==> src/pkg/bcs_params.svh <==
// named constants for the battery charge sequencer
`ifndef BCS_PARAMS_SVH
`define BCS_PARAMS_SVH
// ****************************************************************
// clock and timer figures
// ****************************************************************
`define BCS_CLK_HZ 64'd250000000
`define BCS_HOUR_S 64'd3600
`define BCS_RT_REF_KOHM 64'd154
`define BCS_NTC_SAMPLE_MS 64'd1
`define BCS_MS_PER_S 64'd1000
`define BCS_QTRS_PER_PERIOD 64'd4
// ****************************************************************
// widths and quarter counts
// ****************************************************************
`define BCS_KOHM_W 16
`define BCS_QTR_W 18
`define BCS_PRE_W 32
`define BCS_LOWCELL_QTRS 3'h1
`define BCS_RELOAD_QTRS 3'h3
`define BCS_TOTAL_QTRS 3'h4
`endif

==> src/pkg/bcs_pkg.sv <==
// types shared by the battery charge sequencer
package bcs_pkg;
  // ****************************************************************
  // sequencer states
  // ****************************************************************
  typedef enum logic [2:0] {
    BCS_SLEEP,
    BCS_SHUTDOWN,
    BCS_CONDITION,
    BCS_CHARGE,
    BCS_DONE,
    BCS_FAULT
  } bcs_state_t;

  // float target, index is {cell count, chemistry}
  typedef enum logic [1:0] {
    BCS_FLOAT_12V3,
    BCS_FLOAT_12V6,
    BCS_FLOAT_16V4,
    BCS_FLOAT_16V8
  } bcs_float_t;

  // ****************************************************************
  // comparator results from the analogue front end
  // ****************************************************************
  typedef struct packed {
    logic supply_above_battery;
    logic supply_above_undervoltage_lockout;
    logic supply_above_ref;
    logic supply_above_ref_hyst;
    logic low_cell;
    logic taper_current;
    logic input_limiting;
    logic thermistor_ok;
    logic timer_defeat;
  } bcs_sense_t;

  // ****************************************************************
  // indicator pins, active low ones end in _n
  // ****************************************************************
  typedef struct packed {
    logic charge_status_oe;
    logic low_cell_indicator_n;
    logic fault_n;
    logic taper_flag_n;
    logic input_limit_indicator_n;
    logic adapter_present;
  } bcs_ind_t;
endpackage : bcs_pkg

==> src/verilog/bcs_charge_timer.sv <==
// charge timer counting quarters of the resistor-set period
`timescale 1ns/10ps
`include "bcs_params.svh"
module bcs_charge_timer #(
  parameter longint unsigned QUARTER_CYCLES = 64'd1461038961
) (
  input wire logic clk_sys_in,
  input wire logic sys_rst_in,
  input wire logic clear_in,
  input wire logic run_in,
  input wire logic reload_in,
  input wire logic [`BCS_KOHM_W-1:0] kohm_in,
  output logic lowcell_due_out,
  output logic expired_out
);
  import bcs_pkg::*;

  localparam logic [`BCS_PRE_W-1:0] PRE_LAST = `BCS_PRE_W'(QUARTER_CYCLES - 64'd1);

  // one quarter unit is an hour over 616, so the period is kohm_in quarters times four
  function automatic logic [`BCS_QTR_W-1:0] qtrs(input logic [`BCS_KOHM_W-1:0] k,
                                                 input logic [2:0] n);
    logic [2*`BCS_QTR_W-1:0] p;
    p = {2'h0, k, 15'h0000, 3'h0} * 36'h0;
    p = {20'h00000, k} * {33'h000000000, n};
    return p[`BCS_QTR_W-1:0];
  endfunction : qtrs

  logic [`BCS_PRE_W-1:0] pre_q, pre_d;
  logic [`BCS_QTR_W-1:0] elapsed_q, elapsed_d;
  logic lowcell_due_d, expired_d;

  // ****************************************************************
  // next values
  // ****************************************************************
  always_comb begin
    pre_d = pre_q;
    elapsed_d = elapsed_q;
    if (clear_in) begin
      pre_d = '0;
      elapsed_d = '0;
    end else if (reload_in) begin
      elapsed_d = qtrs(kohm_in, `BCS_RELOAD_QTRS);
    end else if (run_in && !expired_out) begin
      if (pre_q == PRE_LAST) begin
        pre_d = '0;
        elapsed_d = elapsed_q + `BCS_QTR_W'(1);
      end else begin
        pre_d = pre_q + `BCS_PRE_W'(1);
      end
    end
    lowcell_due_d = !clear_in && (elapsed_q >= qtrs(kohm_in, `BCS_LOWCELL_QTRS));
    expired_d = !clear_in && (elapsed_q >= qtrs(kohm_in, `BCS_TOTAL_QTRS));
  end

  always_ff @(posedge clk_sys_in) begin
    if (sys_rst_in) begin
      pre_q <= '0;
      elapsed_q <= '0;
      lowcell_due_out <= 1'b0;
      expired_out <= 1'b0;
    end else begin
      pre_q <= pre_d;
      elapsed_q <= elapsed_d;
      lowcell_due_out <= lowcell_due_d;
      expired_out <= expired_d;
    end
  end
endmodule : bcs_charge_timer

==> src/verilog/bcs_charge_sequencer.sv <==
// charge sequencer: decides when the charger runs, pauses or ends
`timescale 1ns/10ps
`include "bcs_params.svh"
module bcs_charge_sequencer #(
  parameter longint unsigned QUARTER_CYCLES =
    (`BCS_HOUR_S * `BCS_CLK_HZ) / (`BCS_RT_REF_KOHM * `BCS_QTRS_PER_PERIOD),
  parameter longint unsigned NTC_SAMPLE_CYCLES =
    (`BCS_NTC_SAMPLE_MS * `BCS_CLK_HZ) / `BCS_MS_PER_S
) (
  input wire logic clk_sys_in,
  input wire logic sys_rst_in,
  input wire bcs_pkg::bcs_sense_t sense_in,
  input wire logic charger_halt_input_in,
  input wire logic cell_count_select_in,
  input wire logic cell_chemistry_select_in,
  input wire logic [`BCS_KOHM_W-1:0] timer_resistor_kohm_in,
  output bcs_pkg::bcs_ind_t indicators_out,
  output logic charge_status_out,
  output logic charge_enable_out,
  output logic sleep_out,
  output logic low_cell_threshold_sel_out,
  output bcs_pkg::bcs_float_t float_target_out,
  output bcs_pkg::bcs_state_t state_out
);
  import bcs_pkg::*;

  localparam logic [`BCS_PRE_W-1:0] NTC_LAST = `BCS_PRE_W'(NTC_SAMPLE_CYCLES - 64'd1);

  // ****************************************************************
  // adapter qualification
  // ****************************************************************
  // the hysteresis keeps a sagging adapter from chattering the charger on and off
  logic adapter_ok_q, adapter_ok_d;

  always_comb begin
    adapter_ok_d = adapter_ok_q;
    if (!sense_in.supply_above_battery || !sense_in.supply_above_ref) begin
      adapter_ok_d = 1'b0;
    end else if (sense_in.supply_above_ref_hyst) begin
      adapter_ok_d = 1'b1;
    end
  end

  always_ff @(posedge clk_sys_in) begin
    if (sys_rst_in) begin
      adapter_ok_q <= 1'b0;
    end else begin
      adapter_ok_q <= adapter_ok_d;
    end
  end

  // ****************************************************************
  // thermistor sampling
  // ****************************************************************
  logic [`BCS_PRE_W-1:0] ntc_cnt_q, ntc_cnt_d;
  logic ntc_ok_q, ntc_ok_d;

  always_comb begin
    ntc_cnt_d = ntc_cnt_q + `BCS_PRE_W'(1);
    ntc_ok_d = ntc_ok_q;
    if (ntc_cnt_q == NTC_LAST) begin
      ntc_cnt_d = '0;
      ntc_ok_d = sense_in.thermistor_ok;
    end
  end

  always_ff @(posedge clk_sys_in) begin
    if (sys_rst_in) begin
      ntc_cnt_q <= '0;
      ntc_ok_q <= 1'b1;
    end else begin
      ntc_cnt_q <= ntc_cnt_d;
      ntc_ok_q <= ntc_ok_d;
    end
  end

  // ****************************************************************
  // sequencer
  // ****************************************************************
  bcs_state_t state_q, state_d;
  logic taper_q, taper_d;
  logic supply_good;
  logic running;
  logic timer_clear;
  logic timer_reload;
  logic lowcell_due;
  logic expired;

  // halt and resistor checks come in here, so an absent resistor never starts a cycle
  assign supply_good = sense_in.supply_above_battery && sense_in.supply_above_undervoltage_lockout
                       && adapter_ok_q && !charger_halt_input_in
                       && (timer_resistor_kohm_in != '0);
  assign running = (state_q == BCS_CONDITION || state_q == BCS_CHARGE) && ntc_ok_q;

  always_comb begin
    state_d = state_q;
    taper_d = taper_q;
    if (!sense_in.supply_above_battery) begin
      state_d = BCS_SLEEP;
    end else if (!supply_good) begin
      state_d = BCS_SHUTDOWN;
    end else begin
      case (state_q)
        BCS_SLEEP, BCS_SHUTDOWN: begin
          state_d = sense_in.low_cell ? BCS_CONDITION : BCS_CHARGE;
        end
        BCS_CONDITION: begin
          if (lowcell_due && !sense_in.timer_defeat) begin
            state_d = BCS_FAULT;
          end else if (!sense_in.low_cell) begin
            state_d = BCS_CHARGE;
          end
        end
        BCS_CHARGE: begin
          if (expired && !sense_in.timer_defeat) begin
            state_d = BCS_DONE;
          end
        end
        BCS_DONE, BCS_FAULT: begin
          state_d = state_q;
        end
        default: begin
          state_d = BCS_SHUTDOWN;
        end
      endcase
    end
    if (state_d == BCS_SLEEP || state_d == BCS_SHUTDOWN) begin
      taper_d = 1'b0;
    end else if (state_q == BCS_CHARGE && running && sense_in.taper_current
                 && !sense_in.input_limiting) begin
      taper_d = 1'b1;
    end
  end

  always_ff @(posedge clk_sys_in) begin
    if (sys_rst_in) begin
      state_q <= BCS_SLEEP;
      taper_q <= 1'b0;
    end else begin
      state_q <= state_d;
      taper_q <= taper_d;
    end
  end

  // ****************************************************************
  // charge timer
  // ****************************************************************
  assign timer_clear = (state_q == BCS_SLEEP || state_q == BCS_SHUTDOWN);
  assign timer_reload = taper_d && !taper_q;

  bcs_charge_timer #(
    .QUARTER_CYCLES(QUARTER_CYCLES)
  ) u_timer (
    .clk_sys_in(clk_sys_in),
    .sys_rst_in(sys_rst_in),
    .clear_in(timer_clear),
    .run_in(running),
    .reload_in(timer_reload),
    .kohm_in(timer_resistor_kohm_in),
    .lowcell_due_out(lowcell_due),
    .expired_out(expired)
  );

  // ****************************************************************
  // indicator pins and outputs
  // ****************************************************************
  bcs_ind_t ind_d;
  logic charge_enable_d;
  logic sleep_d;
  logic active;

  always_comb begin
    active = (state_d == BCS_CONDITION || state_d == BCS_CHARGE);
    charge_enable_d = active && ntc_ok_d;
    sleep_d = (state_d == BCS_SLEEP);
    ind_d.charge_status_oe = active;
    ind_d.low_cell_indicator_n = !(sense_in.low_cell && state_d != BCS_SLEEP
                                   && state_d != BCS_SHUTDOWN);
    ind_d.fault_n = !(state_d == BCS_FAULT || (active && !ntc_ok_d));
    ind_d.taper_flag_n = !taper_d;
    ind_d.input_limit_indicator_n = !(sense_in.input_limiting && charge_enable_d);
    ind_d.adapter_present = sense_in.supply_above_battery && adapter_ok_d;
  end

  // the status pin only ever sinks, so its data bit is a constant low
  always_ff @(posedge clk_sys_in) begin
    if (sys_rst_in) begin
      indicators_out <= '{charge_status_oe: 1'b0, low_cell_indicator_n: 1'b1,
                          fault_n: 1'b1, taper_flag_n: 1'b1,
                          input_limit_indicator_n: 1'b1, adapter_present: 1'b0};
      charge_status_out <= 1'b0;
      charge_enable_out <= 1'b0;
      sleep_out <= 1'b1;
      low_cell_threshold_sel_out <= 1'b1;
      float_target_out <= BCS_FLOAT_16V8;
      state_out <= BCS_SLEEP;
    end else begin
      indicators_out <= ind_d;
      charge_status_out <= 1'b0;
      charge_enable_out <= charge_enable_d;
      sleep_out <= sleep_d;
      low_cell_threshold_sel_out <= cell_chemistry_select_in;
      float_target_out <= bcs_float_t'({cell_count_select_in,
                                        cell_chemistry_select_in});
      state_out <= state_d;
    end
  end
endmodule : bcs_charge_sequencer

==> config.mk <==
export PLATFORM = sky130hd
export DESIGN_NAME = bcs_charge_sequencer
export DESIGN_NICKNAME = d
export VERILOG_FILES = /design/src/pkg/bcs_pkg.sv /design/src/verilog/bcs_charge_timer.sv /design/src/verilog/bcs_charge_sequencer.sv
export VERILOG_INCLUDE_DIRS = /design/src /design/src/pkg
export SDC_FILE = /design/constraint.sdc
export NUM_CORES = 1
export LEC_CHECK = 0
export ABC_CLOCK_PERIOD_IN_PS = 2300
export BUFFER_PORTS_ARGS = -buffer_cell sky130_fd_sc_hd__buf_2
export CORE_MARGIN = 5
export CORE_UTILIZATION = 45
export DETAILED_ROUTE_END_ITERATION = 12
export PLACE_DENSITY_LB_ADDON = 0.25
export SKIP_CTS_REPAIR_TIMING = 1
export SLEW_MARGIN = 20
export SYNTH_ARGS = -nofsm -noshare
export SYNTH_HDL_FRONTEND = slang
export SYNTH_SLANG_ARGS = --single-unit
export TNS_END_PERCENT = 30
==> constraint.sdc <==
create_clock -name clk_sys_in -period 2.3 [get_ports clk_sys_in]
set_input_delay 0.46 -clock clk_sys_in [delete_from_list [all_inputs] [get_ports clk_sys_in]]
set_output_delay 0.46 -clock clk_sys_in [all_outputs]
set_load 0.02 [all_outputs]
==> run_results.csv <==
group,metric,value,unit
setup_path,path_buf_inv,2,
floorplan,die_h,127,µm
yosys,yosys-top-cells-area,"dfxtp_1 32%, ha_1 13%, xor2_1 7.3%",
clocking,cts_root_buf,"clkbuf_16",
final_layout,fin_area,7390,µm²
final_layout,fill_cells,1256,
placed_design,gp_congestion,0.925,
sta,fin_ws,130,ps
global_route,grt_max_degree,33,
yosys,synth_warnings,0,
global_route,grt_pass1_wl,24400,µm
final_layout,fin_nets,908,
power_and_ir_drop,power_density,513,nW/µm²
floorplan,dieArea,16200,µm²
routing,ant_nets,0,
floorplan,core,13700,µm²
placed_design,place_area,7060,µm²
min_path,hp-class,"input pin to register",
yosys,synth_nets,808,
job,maxCapViolCount,0,
final_layout,drive_gt1_frac,0.191,
yosys,ys_ff_latch,100,
clocking,clock_sinks,100,
routing,drt_iter0_drc,322,
setup_path,r2r-start,"u_timer.elapsed_q[0]$_SDFFE_PP0P_",
sta,hold_violations,0,
sta,tightest_slew,586,ps
yosys,synth-simple-area-share,0.271,
clocking,cts_tree,"yes",
status,outcome,"finished, final reports clean",
min_path,hold_path_depth,2,
final_layout,area.sequential,2000,µm²
power_and_ir_drop,ir_drop,0.000327,V
yosys,yosysUniqueCellTypes,66,
setup_path,r2r_cells,9,
sta,period_minus_slack,2170,ps
setup_path,path_cells,"inv_1 > ha_1 > nand2b_1 > a21o_1 > a21oi_1 > nor2b_1 > o41ai_1 > buf_4 > a31oi_1",
floorplan,pin_count,45,
sta,final_max_slew_viol_count,0,
yosys,synth_xor_area_frac,0.120,
placed_design,hpwl,11400,µm
sta,max_freq,461,MHz
setup_path,cp_top_family,"compound AO/OA/AOI/OAI gates",
power_and_ir_drop,p_leak,3.04,nW
yosys,synth_top_area_share,0.323,
yosys,synthCells,715,
routing,post_drt_wl_per_cell,14.4,µm
yosys,synth_edf_count,0,
setup_path,crit_fanout,4,
clocking,cts_max_level,3,
setup_path,path_class,"register to register",
sta,setup_viol,0,
yosys,synth_area,6200,µm²
sta,max-slew-margin-rel,0.604,
yosys,seq_area_frac_synth,0.323,
final_layout,num_antenna_cells,0,
min_path,worstHoldStart,"sense_in[2]",
global_route,grt_overflow_total,0,
yosys,synth_compound_area_frac,0.122,
floorplan,rows,43,
clocking,cts_made_buffers,9,
setup_path,cp_slowest_cell,"o41ai_1",
yosys,syn_area_per_cell,8.68,µm²
yosys,yosysTopAreaCell,"dfxtp_1",
clocking,cts.clk_slew.worst_paths,70,ps
placed_design,port_buffers,43,
clocking,clkLatencyLatePin,350,ps
setup_path,cp-end-kind,"register",
global_route,track_usage,0.181,
sta,grt_setup_unrepaired,"no",
setup_path,slowest_delay,490,ps
yosys,synth_top_family_by_area,"simple AND/OR/NAND/NOR gates",
final_layout,multiInputGateArea,4020,µm²
setup_path,worstPathRequired,2540,ps
yosys,yosysMostFrequentCell,"dfxtp_1",
min_path,whs_endpoint,"indicators_out[1]$_SDFF_PP1_",
setup_path,worst-r2r-setup-slack,130,ps
routing,routed_wl,14400,µm
yosys,synth.top_cells.by_count,"100 x dfxtp_1, 85 x nor2_1, 62 x ha_1",
global_route,antenna_found_initial,0,
sta,timing.final.crit_share,0.943,
final_layout,area_growth,19.1,%
floorplan,initial_core_util,0.452,
setup_path,arrival,2400,ps
routing,drc_errors,0,
yosys,synth_flop_cell,"dfxtp_1",
yosys,synth-async-reset-ratio,0,
yosys,synthMuxAreaShare,0.00343,
setup_path,startpoint_type,"register",
sta,skew,8.39,ps
placed_design,pre_cts_slack,-167,ps
global_route,grt_pass1_vias,5224,
sta,fin_setup_tns,0,ps
yosys,synth_fa_ha_area_frac,0.128,
routing,vias,5344,
routing,via_per_inst,5.34,
routing,drt-pass1-iter-count,5,
clocking,cts.path.max_buffers,2,
setup_path,reg2reg_to,"u_timer.lowcell_due_out$_SDFF_PP0_",
floorplan,die_width,127,µm
-- routing by layer --
metal | vias up | global-route usage | wire length [µm]
met5 | - | 0 | 0
met4 | 0 | 0.0341 | 108
met3 | 11 | 0.0389 | 690
met2 | 101 | 0.290 | 6430
met1 | 2501 | 0.252 | 7140
li1 | 2731 | - | -
-- metrics by stage --
stage           util  hold slack [ps]  power [W]  cells
5_1_grt        0.539              288    0.00394   1000
3_5_place_dp   0.514              446    0.00219    984
6_report       0.539              295    0.00379   1000
2_1_floorplan      -              426    0.00202    715
4_1_cts        0.538              283    0.00384   1000
3_3_place_gp   0.514              443    0.00218    984
-- worst register-to-register path, delay by kind of cell (launching register included) --
family                   cells  cell delay, ps
flip-flops                   1             380
AO/OA/AOI/OAI                4             890
adder cells (fa/ha/maj)      1             270
AND/OR/NAND/NOR              2             210
buffers and inverters        2             290
-- report_power, final --
| part | internal (W) | leakage [nW] | total, W | switching (W) |
|---|---|---|---|---|
| logic | 0.000192 | 2.07 | 0.000405 | 0.000213 |
| registers | 0.00174 | 0.807 | 0.00175 | 0.00000656 |
| clock network | 0.000967 | 0.159 | 0.00164 | 0.000670 |
| total | 0.00290 | 3.04 | 0.00379 | 0.000890 |
-- worst max path at each step --
stage                     slack [ps]  cells after the start                                 end                         startpoint
after floorplan                  160                      8      u_timer.pre_q[17]$_SDFFE_PP0P_          timer_resistor_kohm_in[2]
after global placement           -80                     10  u_timer.elapsed_q[15]$_SDFFE_PP0P_          timer_resistor_kohm_in[2]
after detailed placement        -170                     11  u_timer.elapsed_q[15]$_SDFFE_PP0P_          timer_resistor_kohm_in[0]
after CTS                        160                      9   u_timer.elapsed_q[7]$_SDFFE_PP0P_      u_timer.pre_q[1]$_SDFFE_PP0P_
after global routing               2                      6   u_timer.elapsed_q[5]$_SDFFE_PP0P_            state_out[1]$_SDFF_PP0_
final                            130                      9  u_timer.lowcell_due_out$_SDFF_PP0_  u_timer.elapsed_q[0]$_SDFFE_PP0P_
-- layout by cell type (no fill, tap or decap), types with 3 or more instances in the layout --
master     instances
dfxtp_1          100
nor2_1            85
ha_1              62
buf_4             60
xor2_1            52
nand2_1           50
buf_2             43
xnor2_1           33
inv_1             31
nand3_1           31
o21ai_0           26
a21oi_1           25
nand4_1           23
nor3_1            18
and3_1            16
o21a_1            11
a21o_1            11
nor3_2             9
and2_1             9
clkbuf_16          9
nor4_1             8
o22ai_1            8
and4_1             7
or2_2              6
a211oi_1           6
nor2b_1            5
o211ai_1           5
nand2b_1           5
a31oi_1            4
nand3b_1           3
nor4b_2            3
nor3b_1            3
nor4_4             3
nor2_2             3
-- sequential cells by signal, summed over array words and instances, names as in the netlist --
signal / cells
ntc_cnt_q: 32
u_timer.pre_q: 32
u_timer.elapsed_q: 18
indicators_out: 6
state_out: 3
float_target_out: 2
adapter_ok_q: 1
charge_enable_out: 1
ntc_ok_q: 1
sleep_out: 1
taper_q: 1
u_timer.expired_out: 1
u_timer.lowcell_due_out: 1
-- layout make-up --
cell class                      instances  area share
Tap cell                              180      0.0305
Sequential cell                       100       0.271
Clock buffer                           10      0.0310
Inverter                               31      0.0157
Clock inverter                          6      0.0127
Timing Repair Buffer                  105      0.0955
Multi-Input combinational cell        568       0.544
-- cell families (layout without fill, tap and decap cells) --
family / Yosys count / count (layout)
simple gates: 301 / 301
compound gates: 116 / 116
flops: 100 / 100
xor+xnor: 85 / 85
fa+ha+maj: 63 / 63
buf+inv: 47 / 152
mux: 2 / 2
other cells: 1 / 1
Power figures use the tool's default switching activity.
